## config.mk

```make
export PLATFORM = sky130hd
export DESIGN_NAME = icir_regs
export DESIGN_NICKNAME = d
export VERILOG_FILES = /design/src/design/icir_pkg.sv /design/src/design/icir_edge_detect.sv /design/src/design/icir_set_clear_reg.sv /design/src/design/icir_regs.sv
export SDC_FILE = /design/constraint.sdc
export NUM_CORES = 1
export LEC_CHECK = 0
export BUFFER_PORTS_ARGS = -buffer_cell sky130_fd_sc_hd__buf_4
export CORE_MARGIN = 3
export CORE_UTILIZATION = 45
export DETAILED_ROUTE_END_ITERATION = 12
export PLACE_DENSITY = 0.72
export SYNTH_ARGS = -nofsm -noshare
export SYNTH_HDL_FRONTEND = slang
export SYNTH_HIERARCHICAL = 1
export SYNTH_SLANG_ARGS = --single-unit
export TNS_END_PERCENT = 20
```

## constraint.sdc

```tcl
create_clock -name i_clock -period 1.64 [get_ports i_clock]
set_input_delay 0.246 -clock i_clock [delete_from_list [all_inputs] [get_ports i_clock]]
set_output_delay 0.246 -clock i_clock [all_outputs]
set_load 0.01 [all_outputs]
```

## src/design/icir_pkg.sv

```systemverilog
// constants for the isochronous context interrupt register block
package icir_pkg;
    // ==========================================================
    // bus geometry
    localparam int          ADDR_W         = 12;      // apb byte address width
    localparam int          DATA_W         = 32;      // apb data width
    // ==========================================================
    // register byte offsets
    localparam logic [11:0] OFF_TX_EV_SET  = 12'h090; // tx events, raw / set
    localparam logic [11:0] OFF_TX_EV_CLR  = 12'h094; // tx events, masked / clear
    localparam logic [11:0] OFF_TX_MK_SET  = 12'h098; // tx mask, set
    localparam logic [11:0] OFF_TX_MK_CLR  = 12'h09c; // tx mask, clear
    localparam logic [11:0] OFF_RX_EV_SET  = 12'h0a0; // rx events, raw / set
    localparam logic [11:0] OFF_RX_EV_CLR  = 12'h0a4; // rx events, masked / clear
    localparam logic [11:0] OFF_RX_MK_SET  = 12'h0a8; // rx mask, set
    localparam logic [11:0] OFF_RX_MK_CLR  = 12'h0ac; // rx mask, clear
    localparam logic [11:0] OFF_MAIN_STAT  = 12'h0c0; // aggregate status, read clears
    localparam logic [11:0] OFF_MAIN_MASK  = 12'h0c4; // aggregate mask and enable
    // ==========================================================
    // field positions
    localparam int          TX_AGG_BIT     = 6;       // aggregate transmit dma bit
    localparam int          RX_AGG_BIT     = 7;       // aggregate receive dma bit
    localparam int          GLB_EN_BIT     = 31;      // global interrupt enable bit
    // ==========================================================
    // context counts and reset values
    localparam int          TX_CTX_NUM     = 8;       // transmit contexts
    localparam int          RX_CTX_NUM     = 4;       // receive contexts
    localparam logic        EVENT_RST      = 1'b0;    // event bit after reset
    localparam logic        MASK_RST       = 1'b0;    // mask bit after reset
endpackage

```

## src/design/icir_edge_detect.sv

```systemverilog
// rising edge detector for the per-context interrupt levels
`timescale 1ns/100ps
module icir_edge_detect #(
    parameter int WIDTH = 8                  // number of levels watched
) (
    input  wire logic             i_clock,   // register clock
    input  wire logic             i_reset,   // async reset, high
    input  wire logic [WIDTH-1:0] i_level,   // interrupt levels, same clock
    output logic      [WIDTH-1:0] o_rise     // one-cycle pulse per rising edge
);
    // ==========================================================
    // previous level
    logic [WIDTH-1:0] prev_r;                // level seen last cycle

    initial begin
        if (WIDTH < 1 || WIDTH > 31) begin
            $error("icir_edge_detect: WIDTH out of range");
        end
    end

    // held level, so a steady high sets nothing again
    always_ff @(posedge i_clock or posedge i_reset) begin
        if (i_reset) begin
            prev_r <= '0;
        end else begin
            prev_r <= i_level;
        end
    end

    // asserting edge only
    assign o_rise = i_level & ~prev_r;
endmodule

```

## src/design/icir_set_clear_reg.sv

```systemverilog
// read/set/clear register bank with hardware set inputs
`timescale 1ns/100ps
module icir_set_clear_reg #(
    parameter int   WIDTH   = 8,             // number of bits
    parameter logic RST_VAL = 1'b0           // value of each bit after reset
) (
    input  wire logic             i_clock,   // register clock
    input  wire logic             i_reset,   // async reset, high
    input  wire logic             i_soft_rst,// sync software reset, high
    input  wire logic [WIDTH-1:0] i_hw_set,  // hardware set pulses
    input  wire logic [WIDTH-1:0] i_wr_set,  // host writes of 1 at set address
    input  wire logic [WIDTH-1:0] i_wr_clr,  // host writes of 1 at clear address
    output logic      [WIDTH-1:0] o_value    // stored bits
);
    // ==========================================================
    // storage
    logic [WIDTH-1:0] val_r;                 // stored bits
    logic [WIDTH-1:0] val_nxt;               // next value

    initial begin
        if (WIDTH < 1 || WIDTH > 31) begin
            $error("icir_set_clear_reg: WIDTH out of range");
        end
    end

    // set wins over clear so no event is lost in a clear cycle
    assign val_nxt = (val_r & ~i_wr_clr) | i_wr_set | i_hw_set;

    // bits change only by set or clear strobes or a reset
    always_ff @(posedge i_clock or posedge i_reset) begin
        if (i_reset) begin
            val_r <= {WIDTH{RST_VAL}};
        end else if (i_soft_rst) begin
            val_r <= {WIDTH{RST_VAL}};
        end else begin
            val_r <= val_nxt;
        end
    end

    assign o_value = val_r;
endmodule

```

## src/design/icir_regs.sv

```systemverilog
// isochronous context interrupt event and mask registers behind apb
//
// Behaviour
// RL1 - tx context completion with irq sets event
// RL2 - rx context completion with irq sets event
// RL3 - set on rising edge only, then sticky
// RL4 - write one at set address sets bits
// RL5 - only write one at clear clears
// RL6 - tx event: raw at set, masked at clear
// RL7 - rx event: raw at set, masked at clear
// RL8 - tx bit n is context n; rest zero
// RL9 - rx bit n is context n; rest zero
// RL10 - tx events feed aggregate transmit bit six
// RL11 - rx events feed aggregate receive bit seven
// RL12 - tx mask gates contexts into aggregate
// RL13 - tx mask reads same at both addresses
// RL14 - tx interrupt needs event and mask bit
// RL15 - no interrupt without global enable bit
// RL16 - rx mask set/clear gates rx aggregate
// RL17 - aggregate is any event and mask
// RL18 - reserved bits ignore writes, read zero
`timescale 1ns/100ps
module icir_regs #(
    parameter int TX_CTX = icir_pkg::TX_CTX_NUM,  // transmit contexts
    parameter int RX_CTX = icir_pkg::RX_CTX_NUM   // receive contexts
) (
    input  wire logic                       i_clock,      // 50 mhz register clock
    input  wire logic                       i_reset,      // async reset, high
    input  wire logic                       i_soft_reset, // sync software reset
    input  wire logic [TX_CTX-1:0]          i_tx_ctx_irq, // tx context irq levels
    input  wire logic [RX_CTX-1:0]          i_rx_ctx_irq, // rx context irq levels
    input  wire logic                       i_psel,       // apb select
    input  wire logic                       i_penable,    // apb enable
    input  wire logic                       i_pwrite,     // apb direction
    input  wire logic [icir_pkg::ADDR_W-1:0] i_paddr,     // apb byte address
    input  wire logic [icir_pkg::DATA_W-1:0] i_pwdata,    // apb write data
    input  wire logic [3:0]                 i_pstrb,      // apb byte strobes
    output logic      [icir_pkg::DATA_W-1:0] o_prdata,    // apb read data
    output logic                            o_pready,     // apb ready
    output logic                            o_pslverr,    // apb error
    output logic                            o_tx_dma_aggregate_event, // tx aggregate
    output logic                            o_rx_dma_aggregate_event, // rx aggregate
    output logic                            o_irq         // interrupt, high level
);
    // ==========================================================
    // elaboration checks
    initial begin
        if (TX_CTX < 1 || TX_CTX > 31 || RX_CTX < 1 || RX_CTX > 31) begin
            $error("icir_regs: context count out of range");
        end
    end

    // ==========================================================
    // apb phase decode
    logic        apb_setup;                  // first cycle of a transfer
    logic        apb_access;                 // access cycle, always completes
    logic        apb_wr;                     // write takes effect this edge
    logic        apb_rd;                     // read completes this edge
    logic [31:0] wr_data;                    // write data after strobes

    // byte strobes widened to a bit mask
    function automatic logic [31:0] strb_mask(input logic [3:0] s);
        strb_mask = {{8{s[3]}}, {8{s[2]}}, {8{s[1]}}, {8{s[0]}}};
    endfunction

    // address compare shared by every register
    function automatic logic hit(input logic [11:0] a, input logic [11:0] off);
        hit = (a == off);
    endfunction

    assign apb_setup  = i_psel & ~i_penable;
    assign apb_access = i_psel & i_penable;
    assign apb_wr     = apb_access & i_pwrite;
    assign apb_rd     = apb_access & ~i_pwrite;
    assign wr_data    = i_pwdata & strb_mask(i_pstrb);

    // ==========================================================
    // address decode
    logic h_tx_es;                           // tx event set address
    logic h_tx_ec;                           // tx event clear address
    logic h_tx_ms;                           // tx mask set address
    logic h_tx_mc;                           // tx mask clear address
    logic h_rx_es;                           // rx event set address
    logic h_rx_ec;                           // rx event clear address
    logic h_rx_ms;                           // rx mask set address
    logic h_rx_mc;                           // rx mask clear address
    logic h_stat;                            // aggregate status address
    logic h_mmask;                           // aggregate mask address
    logic h_any;                             // any mapped address

    assign h_tx_es = hit(i_paddr, icir_pkg::OFF_TX_EV_SET);
    assign h_tx_ec = hit(i_paddr, icir_pkg::OFF_TX_EV_CLR);
    assign h_tx_ms = hit(i_paddr, icir_pkg::OFF_TX_MK_SET);
    assign h_tx_mc = hit(i_paddr, icir_pkg::OFF_TX_MK_CLR);
    assign h_rx_es = hit(i_paddr, icir_pkg::OFF_RX_EV_SET);
    assign h_rx_ec = hit(i_paddr, icir_pkg::OFF_RX_EV_CLR);
    assign h_rx_ms = hit(i_paddr, icir_pkg::OFF_RX_MK_SET);
    assign h_rx_mc = hit(i_paddr, icir_pkg::OFF_RX_MK_CLR);
    assign h_stat  = hit(i_paddr, icir_pkg::OFF_MAIN_STAT);
    assign h_mmask = hit(i_paddr, icir_pkg::OFF_MAIN_MASK);
    assign h_any   = h_tx_es | h_tx_ec | h_tx_ms | h_tx_mc | h_rx_es | h_rx_ec
                   | h_rx_ms | h_rx_mc | h_stat | h_mmask;

    // ==========================================================
    // write strobes per register
    logic [TX_CTX-1:0] tx_ev_wset;           // tx event set bits
    logic [TX_CTX-1:0] tx_ev_wclr;           // tx event clear bits
    logic [TX_CTX-1:0] tx_mk_wset;           // tx mask set bits
    logic [TX_CTX-1:0] tx_mk_wclr;           // tx mask clear bits
    logic [RX_CTX-1:0] rx_ev_wset;           // rx event set bits
    logic [RX_CTX-1:0] rx_ev_wclr;           // rx event clear bits
    logic [RX_CTX-1:0] rx_mk_wset;           // rx mask set bits
    logic [RX_CTX-1:0] rx_mk_wclr;           // rx mask clear bits

    // RL4 set writes
    // RL18 upper bits dropped
    assign tx_ev_wset = (apb_wr & h_tx_es) ? wr_data[TX_CTX-1:0] : '0;
    assign tx_mk_wset = (apb_wr & h_tx_ms) ? wr_data[TX_CTX-1:0] : '0;
    assign rx_ev_wset = (apb_wr & h_rx_es) ? wr_data[RX_CTX-1:0] : '0;
    assign rx_mk_wset = (apb_wr & h_rx_ms) ? wr_data[RX_CTX-1:0] : '0;
    // RL5 clear writes only
    assign tx_ev_wclr = (apb_wr & h_tx_ec) ? wr_data[TX_CTX-1:0] : '0;
    assign tx_mk_wclr = (apb_wr & h_tx_mc) ? wr_data[TX_CTX-1:0] : '0;
    assign rx_ev_wclr = (apb_wr & h_rx_ec) ? wr_data[RX_CTX-1:0] : '0;
    assign rx_mk_wclr = (apb_wr & h_rx_mc) ? wr_data[RX_CTX-1:0] : '0;

    // ==========================================================
    // context edge detection
    logic [TX_CTX-1:0] tx_rise;              // tx asserting edges
    logic [RX_CTX-1:0] rx_rise;              // rx asserting edges

    // RL1 tx completion edges
    // RL3 edge not level
    icir_edge_detect #(.WIDTH(TX_CTX)) u_tx_edge (
        .i_clock (i_clock),
        .i_reset (i_reset),
        .i_level (i_tx_ctx_irq),
        .o_rise  (tx_rise)
    );

    // RL2 rx completion edges
    icir_edge_detect #(.WIDTH(RX_CTX)) u_rx_edge (
        .i_clock (i_clock),
        .i_reset (i_reset),
        .i_level (i_rx_ctx_irq),
        .o_rise  (rx_rise)
    );

    // ==========================================================
    // event and mask banks
    logic [TX_CTX-1:0] tx_event;             // tx per-context events
    logic [TX_CTX-1:0] tx_mask;              // tx per-context enables
    logic [RX_CTX-1:0] rx_event;             // rx per-context events
    logic [RX_CTX-1:0] rx_mask;              // rx per-context enables

    // RL8 tx bit n is context n
    icir_set_clear_reg #(.WIDTH(TX_CTX), .RST_VAL(icir_pkg::EVENT_RST)) u_tx_ev (
        .i_clock    (i_clock),
        .i_reset    (i_reset),
        .i_soft_rst (i_soft_reset),
        .i_hw_set   (tx_rise),
        .i_wr_set   (tx_ev_wset),
        .i_wr_clr   (tx_ev_wclr),
        .o_value    (tx_event)
    );

    // RL12 tx mask bank
    icir_set_clear_reg #(.WIDTH(TX_CTX), .RST_VAL(icir_pkg::MASK_RST)) u_tx_mk (
        .i_clock    (i_clock),
        .i_reset    (i_reset),
        .i_soft_rst (i_soft_reset),
        .i_hw_set   ({TX_CTX{1'b0}}),
        .i_wr_set   (tx_mk_wset),
        .i_wr_clr   (tx_mk_wclr),
        .o_value    (tx_mask)
    );

    // RL9 rx bit n is context n
    icir_set_clear_reg #(.WIDTH(RX_CTX), .RST_VAL(icir_pkg::EVENT_RST)) u_rx_ev (
        .i_clock    (i_clock),
        .i_reset    (i_reset),
        .i_soft_rst (i_soft_reset),
        .i_hw_set   (rx_rise),
        .i_wr_set   (rx_ev_wset),
        .i_wr_clr   (rx_ev_wclr),
        .o_value    (rx_event)
    );

    // RL16 rx mask bank
    icir_set_clear_reg #(.WIDTH(RX_CTX), .RST_VAL(icir_pkg::MASK_RST)) u_rx_mk (
        .i_clock    (i_clock),
        .i_reset    (i_reset),
        .i_soft_rst (i_soft_reset),
        .i_hw_set   ({RX_CTX{1'b0}}),
        .i_wr_set   (rx_mk_wset),
        .i_wr_clr   (rx_mk_wclr),
        .o_value    (rx_mask)
    );

    // ==========================================================
    // aggregates
    logic tx_agg;                            // any enabled tx event
    logic rx_agg;                            // any enabled rx event

    // RL10 tx aggregate source
    // RL17 any event and mask
    assign tx_agg = |(tx_event & tx_mask);
    // RL11 rx aggregate source
    assign rx_agg = |(rx_event & rx_mask);

    assign o_tx_dma_aggregate_event = tx_agg;
    assign o_rx_dma_aggregate_event = rx_agg;

    // ==========================================================
    // aggregate status and mask
    logic [1:0] stat_r;                      // sticky {rx, tx} aggregate bits
    logic [1:0] stat_nxt;                    // next status
    logic [1:0] stat_rdclr;                  // read clears status
    logic [1:0] mmask_r;                     // {rx, tx} enables
    logic [1:0] mmask_nxt;                   // next enables
    logic       glb_en_r;                    // global interrupt enable
    logic       glb_en_nxt;                  // next global enable
    logic       mm_wr;                       // write to aggregate mask

    // read of status clears, but a set in the same cycle wins
    assign stat_rdclr = (apb_rd & h_stat) ? 2'b11 : 2'b00;
    assign stat_nxt   = (stat_r & ~stat_rdclr) | {rx_agg, tx_agg};
    assign mm_wr      = apb_wr & h_mmask;
    assign mmask_nxt  = mm_wr ? {wr_data[icir_pkg::RX_AGG_BIT],
                                 wr_data[icir_pkg::TX_AGG_BIT]} : mmask_r;
    assign glb_en_nxt = mm_wr ? wr_data[icir_pkg::GLB_EN_BIT] : glb_en_r;

    // status, mask and enable storage
    always_ff @(posedge i_clock or posedge i_reset) begin
        if (i_reset) begin
            stat_r   <= 2'h0;
            mmask_r  <= 2'h0;
            glb_en_r <= 1'b0;
        end else if (i_soft_reset) begin
            stat_r   <= 2'h0;
            mmask_r  <= 2'h0;
            glb_en_r <= 1'b0;
        end else begin
            stat_r   <= stat_nxt;
            mmask_r  <= mmask_nxt;
            glb_en_r <= glb_en_nxt;
        end
    end

    // RL14 event and mask both
    // RL15 global enable gate
    assign o_irq = glb_en_r & |(stat_r & mmask_r);

    // ==========================================================
    // read data mux
    logic [31:0] rd_value;                   // word for the addressed register
    logic [31:0] stat_word;                  // status in bus layout
    logic [31:0] mmask_word;                 // mask in bus layout
    logic [31:0] prdata_r;                   // registered read data

    assign stat_word  = (32'(stat_r[0]) << icir_pkg::TX_AGG_BIT)
                      | (32'(stat_r[1]) << icir_pkg::RX_AGG_BIT);
    assign mmask_word = (32'(mmask_r[0]) << icir_pkg::TX_AGG_BIT)
                      | (32'(mmask_r[1]) << icir_pkg::RX_AGG_BIT)
                      | (32'(glb_en_r) << icir_pkg::GLB_EN_BIT);

    // RL6 tx raw or masked
    // RL7 rx raw or masked
    // RL13 mask same at both
    // RL18 reserved read zero
    assign rd_value = h_tx_es            ? 32'(tx_event)
                    : h_tx_ec            ? 32'(tx_event & tx_mask)
                    : (h_tx_ms | h_tx_mc) ? 32'(tx_mask)
                    : h_rx_es            ? 32'(rx_event)
                    : h_rx_ec            ? 32'(rx_event & rx_mask)
                    : (h_rx_ms | h_rx_mc) ? 32'(rx_mask)
                    : h_stat             ? stat_word
                    : h_mmask            ? mmask_word
                    : 32'h0000_0000;

    // read data sampled in the setup cycle, held through access
    always_ff @(posedge i_clock or posedge i_reset) begin
        if (i_reset) begin
            prdata_r <= 32'h0000_0000;
        end else if (apb_setup & ~i_pwrite) begin
            prdata_r <= rd_value;
        end
    end

    // zero wait states; unmapped addresses answer with an error
    assign o_prdata  = prdata_r;
    assign o_pready  = 1'b1;
    assign o_pslverr = apb_access & ~h_any;
endmodule

```

# ---- Yosys cells after proc, flatten, opt, wreduce, memory -nomap -nowiden
# Index checks and enable logic that the tools add are counted.
dict set report word_totals {
  word_cells 111
  register_bits 73
  input_bits 66
  output_inout_bits 37
}
dict set report op_classes {
  eq_ne 10
  mux 26
  bitwise_logic 61
  reduce_logical 4
}
# cell n
set ops {}
lappend ops {{$mux 32} 8}
lappend ops {{$eq 12x8->1 const B} 10}
lappend ops {{$mux 8} 6}
lappend ops {{$and 8x8->8} 5}
lappend ops {{$and 32x32->32} 1}
lappend ops {{$or 8x32->32} 1}
lappend ops {{$mux 4} 6}
lappend ops {{$not 8->8} 3}
lappend ops {{$or 8x8->8} 3}
lappend ops {{$and 4x4->4} 5}
lappend ops {{$and 1x1->1} 17}
lappend ops {{$or 7x8->8} 2}
lappend ops {{$not 4->4} 3}
lappend ops {{$or 4x4->4} 3}
lappend ops {{$or 1x1->1} 11}
lappend ops {{$mux 2} 4}
lappend ops {{$reduce_or 8->1} 1}
lappend ops {{$and 2x2->2} 2}
lappend ops {{$reduce_or 4->1} 1}
lappend ops {{$not 1->1} 3}
lappend ops {{$mux 1} 2}
lappend ops {{$not 2->2} 1}
lappend ops {{$or 2x2->2} 1}
lappend ops {{$reduce_bool 2->1} 1}
lappend ops {{$reduce_or 2->1} 1}

# ---- Longest topological paths before layout
dict set report depth {
  depth_word 12
  ltp_mapped 7
  mapped_depth_nobuf 6
}

# ---- Modules after synthesis
# Netlist, hierarchy kept.
# module area_per_inst_um2 instances cells_per_inst
set modules_own_cells {}
lappend modules_own_cells {icir_regs 1559.0 1 231}
lappend modules_own_cells {{icir_set_clear_reg (u_tx_ev ...)} 425.4 2 34}
lappend modules_own_cells {{icir_set_clear_reg (u_rx_ev ...)} 163.9 2 17}
lappend modules_own_cells {{icir_edge_detect (u_tx_edge)} 314.1 1 17}
lappend modules_own_cells {{icir_edge_detect (u_rx_edge)} 158.9 1 9}

# ---- Worst setup path before layout
# Ideal clock, no wire load.
dict set report synth_timing {
  path_type {input to register}
  startpoint {input port i_paddr[9] (netlist name)}
  endpoint {register u_rx_mk.val_r[3], in the netlist u_rx_mk/o_value[3]}
  n_path_buf 1
  setup_slack_ps -157
  path_stages 7
  setup_ps 122
  arrival_time_ps 1675
  path_cell_list {or4b_1 > buf_2 > nor3_1 > nand4_1 > nor2_1 > nand2b_1 > a21oi_1}
}
dict set report synth_via {
  elab_chain_cells 7
  word_cells_on_any_way 10
  cone_classes {eq/ne: 2; mux: 3; bitwise: 5}
}
# element line
set synth_rtl {}
lappend synth_rtl {{from (decl)} icir_regs.sv:35} ;# input wire logic [icir_pkg::ADDR_W-1:0] i_paddr,
lappend synth_rtl {{$eq 12x8->1} icir_regs.sv:68} ;# hit = (a == off);
lappend synth_rtl {{$and 1x1->1} icir_regs.sv:125} ;# assign rx_mk_wclr = (apb_wr & h_rx_mc) ? wr_data[RX_CTX-1:0] : '0;
lappend synth_rtl {{$mux 4} icir_regs.sv:125}
lappend synth_rtl {{via rx_mk_wclr[3]} icir_regs.sv:113} ;# logic [RX_CTX-1:0] rx_mk_wclr;
lappend synth_rtl {{$not 4->4} icir_set_clear_reg.sv:27} ;# assign val_nxt = (val_r & ~i_wr_clr) | i_wr_set | i_hw_set;
lappend synth_rtl {{$and 4x4->4} icir_set_clear_reg.sv:27}
lappend synth_rtl {{$or 4x4->4} icir_set_clear_reg.sv:27}
lappend synth_rtl {{$mux 4} icir_set_clear_reg.sv:33} ;# end else if (i_soft_rst) begin
lappend synth_rtl {{to (signal assigned)} icir_set_clear_reg.sv:32} ;# val_r <= {WIDTH{RST_VAL}};
lappend synth_rtl {{to (signal assigned)} icir_set_clear_reg.sv:34} ;# val_r <= {WIDTH{RST_VAL}};
lappend synth_rtl {{to (signal assigned)} icir_set_clear_reg.sv:36} ;# val_r <= val_nxt;
lappend synth_rtl {{to (decl)} icir_set_clear_reg.sv:17} ;# logic [WIDTH-1:0] val_r;
# The timed path passes the listed nets, and every way through them passes these cells.
# A chain may end at the register's enable or synchronous reset.

# ---- Worst setup path after layout
dict set report layout_timing {
  startpoint {register u_tx_mk.val_r[1], in the netlist u_tx_mk/o_value[1]}
  endpoint {output port o_tx_dma_aggregate_event}
}
dict set report layout_via {
  elab_chain_cells 2
}
# element line
set layout_rtl {}
lappend layout_rtl {{from (decl)} icir_set_clear_reg.sv:17}
lappend layout_rtl {{from (signal assigned)} icir_set_clear_reg.sv:32}
lappend layout_rtl {{from (signal assigned)} icir_set_clear_reg.sv:34}
lappend layout_rtl {{from (signal assigned)} icir_set_clear_reg.sv:36}
lappend layout_rtl {{$and 8x8->8} icir_regs.sv:207} ;# assign tx_agg = |(tx_event & tx_mask);
lappend layout_rtl {{$reduce_or 8->1} icir_regs.sv:207}
lappend layout_rtl {{to (decl)} icir_regs.sv:41} ;# output logic o_tx_dma_aggregate_event,
# No other way between the ends.

==> results.toml <==
[routing]
viasPerCell = 5.12
drt-initial-drc-count = 217
postRouteWirelength_mm = 8.53
wl_per_cell_um = 15.1
dr.pass1.iters = 5
ant_nets = 0
via_count = 2886
drc_errors = 0

[floorplan]
initial_core_util_pct = 46.7
rows = 30
io_pins = 103
core_area_um2 = 6870
die_x_um = 90.5
die-area_um2 = 8180
fp.dieH_um = 90.5

[timing]
final-hold-violation-count = 0
grt_setup_unrepaired = "true"
setup_tns_ns = -0.150
tightest_slew_ns = 0.575
clock.fmax_mhz = 566
finalMaxSlewViolations = 0
setup_viol = 5
maxSlewHeadroom_pct = 61.6
min_period_ns = 1.77
final.period_utilization_pct = 108
final.setup.worst_slack_ns = -0.127
skew_ns = 0.00431

[finish]
layout-drive-gt1-share_pct = 36.3
layout_commonest_cell = "buf_4"
syn2layout_area_growth_pct = 30.2
n_antenna_cell = 0
layout_common_cells = "buf_4 (96), nor2_1 (78), dfrtp_1 (50)"
post-route-util_pct = 60.8
nFillCells = 621
nets = 534

[cts]
root_buffer = "clkbuf_8"
clockBufferDepth = 2
clock-sinks = 50
cts_buffers = 5
cts_tree = "done"
clock_latency_ns = 0.30
htreeDepth = 2
clk_pin_slew_ns = 0.09

[global_route]
grt_pass1_vias = 2801
antenna_found_initial = 0
grt_pass1_wl_mm = 13.6
overflow = 0
grt_usage_pct = 20.4
grt_max_degree = 25

[power_and_ir_drop]
power.density_nw_per_um2 = 675
irDropWorstVdd_uv = 575
p_leak_nw = 1.94

[setup_path]
critPathArrivalTime_ns = 1.52
start_kind = "flop"
end_kind = "primary output"
critPathKind = "reg2out"
required_ns = 1.39
path_max_fanout = 2

[synthesis]
ys_warn_count = 6
synth_area_um2 = 3210
seq_area_frac_synth_pct = 39.0
ys_ff_latch = 50
syn_avg_cell_area_um2 = 8.94
syn-instance-count = 359
ys_types = 46

[placement]
port_buffers = 53
gp_congestion = 0.873
hpwl_mm = 6.49

[worst_hold_path]
hold_path_class = "in2reg"

[run_status]
violations = "negative setup slack"
status = "finished, violations left"

[run]
maxCapViolCount = 0
[worst paths after layout]
path                               startpoint                        to  slack (ns)  depth (start not counted)
min reg2reg                       o_prdata[6]               o_prdata[6]        0.49                          2
max reg2reg                u_tx_mk/o_value[1]                 stat_r[0]        0.08                          5
min in group asynchronous             i_reset       u_rx_edge/prev_r[0]        0.42                          3
max                        u_tx_mk/o_value[1]  o_tx_dma_aggregate_event       -0.13                          4
max in group asynchronous             i_reset               o_prdata[7]        0.65                          3
min                           i_tx_ctx_irq[3]       u_tx_edge/prev_r[3]        0.05                          1
[where the power goes]
| group | switching, mW | internal [mW] |
|---|---|---|
| Clock | 0.419 | 0.449 |
| Sequential | 0.0726 | 1.30 |
| Combinational | 0.304 | 0.272 |
[Yosys cell counts (all sizes together)]
cell | count | area (um^2)
nor4 | 3 | 18.8
a22o | 3 | 26.3
o31ai | 3 | 22.5
dfrtp | 50 | 1250
conb | 2 | 7.51
a21oi | 36 | 240
inv | 11 | 41.3
buf | 31 | 224
nand2b | 25 | 277
nor3 | 4 | 31.3
o41ai | 2 | 17.5
or4 | 1 | 7.51
mux2i | 2 | 20.0
nand2 | 24 | 90.1
nor2b | 13 | 171
a221oi | 2 | 17.5
or2 | 2 | 12.5
a22oi | 5 | 37.5
nand3 | 7 | 35.0
a211o | 2 | 17.5
or4b | 1 | 10.0
o221a | 1 | 11.3
a31oi | 4 | 25.0
nand4b | 2 | 23.8
clkbuf | 2 | 7.51
nor4b | 1 | 8.76
a21o | 2 | 15.0
o21ai | 13 | 65.1
o31a | 1 | 8.76
nor3b | 6 | 45.0
nor2 | 82 | 308
or3 | 1 | 6.26
o22ai | 4 | 25.0
or3b | 2 | 17.5
nand4 | 7 | 50.1
o221ai | 2 | 17.5
[layer usage]
metal / vias to the layer above / track usage, % / share of wire [%]
met5: - / 0 / 0
met2: 129 / 32.8 / 48
li1: 1390 / - / -
met1: 1348 / 27.2 / 43
met3: 19 / 3.67 / 6.8
met4: 0 / 8.16 / 2.6
[cell type report]
type                    instances  area (um^2)  area share (%)
multi-input cells             299         1880            45.1
inverters                      11         41.3           0.988
clock buffers                   5         68.8            1.65
flip-flops and latches         50         1250            29.9
well taps                      96          120            2.87
clock inverters                 2         38.8           0.928
repair buffers                101          776            18.6
[registers in the layout, summed over array words and instances, names as in the netlist, 4 cells and up]
name              count
o_prdata              9
u_rx_ev/o_value       4
u_rx_mk/o_value       4
u_tx_ev/o_value       8
u_tx_mk/o_value       8
u_tx_edge/prev_r      8
u_rx_edge/prev_r      4
[per-stage QoR]
stage / area (um^2) / total power [mW] / setup slack, ns / hold WS (ns) / instances
CTS: 4130 / 2.82 / -0.119 / 0.0448 / 563
global route: 4180 / 2.93 / -0.215 / 0.0458 / 564
detailed placement: 3960 / 1.95 / -0.372 / 0.193 / 551
global placement: 3960 / 1.93 / -0.323 / 0.186 / 551
finish: 4180 / 2.82 / -0.127 / 0.0530 / 564
floorplan: 3360 / 1.72 / -0.148 / 0.0121 / 393
[cells by family (layout without fill, tap and decap cells)]
kind of cell	count (synthesis)	after routing	share of synthesized area [%]
other	2	36	0.234
muxes	2	2	0.624
buffers and inverters	44	119	8.50
DFF	50	50	39.0
AOI/OAI and AO/OA	80	80	17.0
and+or+nand+nor	181	181	34.6
[what timing repair did]
| action | in CTS | in global routing |
|---|---|---|
| pin swaps | 5 | 8 |
| endpoints found under the setup margin | 15 | 19 |
| hold endpoints to repair | 36 | 0 |
| gates resized for setup | 6 | 10 |
| hold buffers | 1 | 0 |
| buffers inserted | 4 | 1 |
[worst max-delay path, cell delays in order (launching register included)]
cell	delay (ns)
dfrtp_1	0.39
a22o_1	0.26
a221oi_2	0.25
nand3_2	0.17
buf_6	0.16
Note: power is estimated with default switching activity, not from simulation.
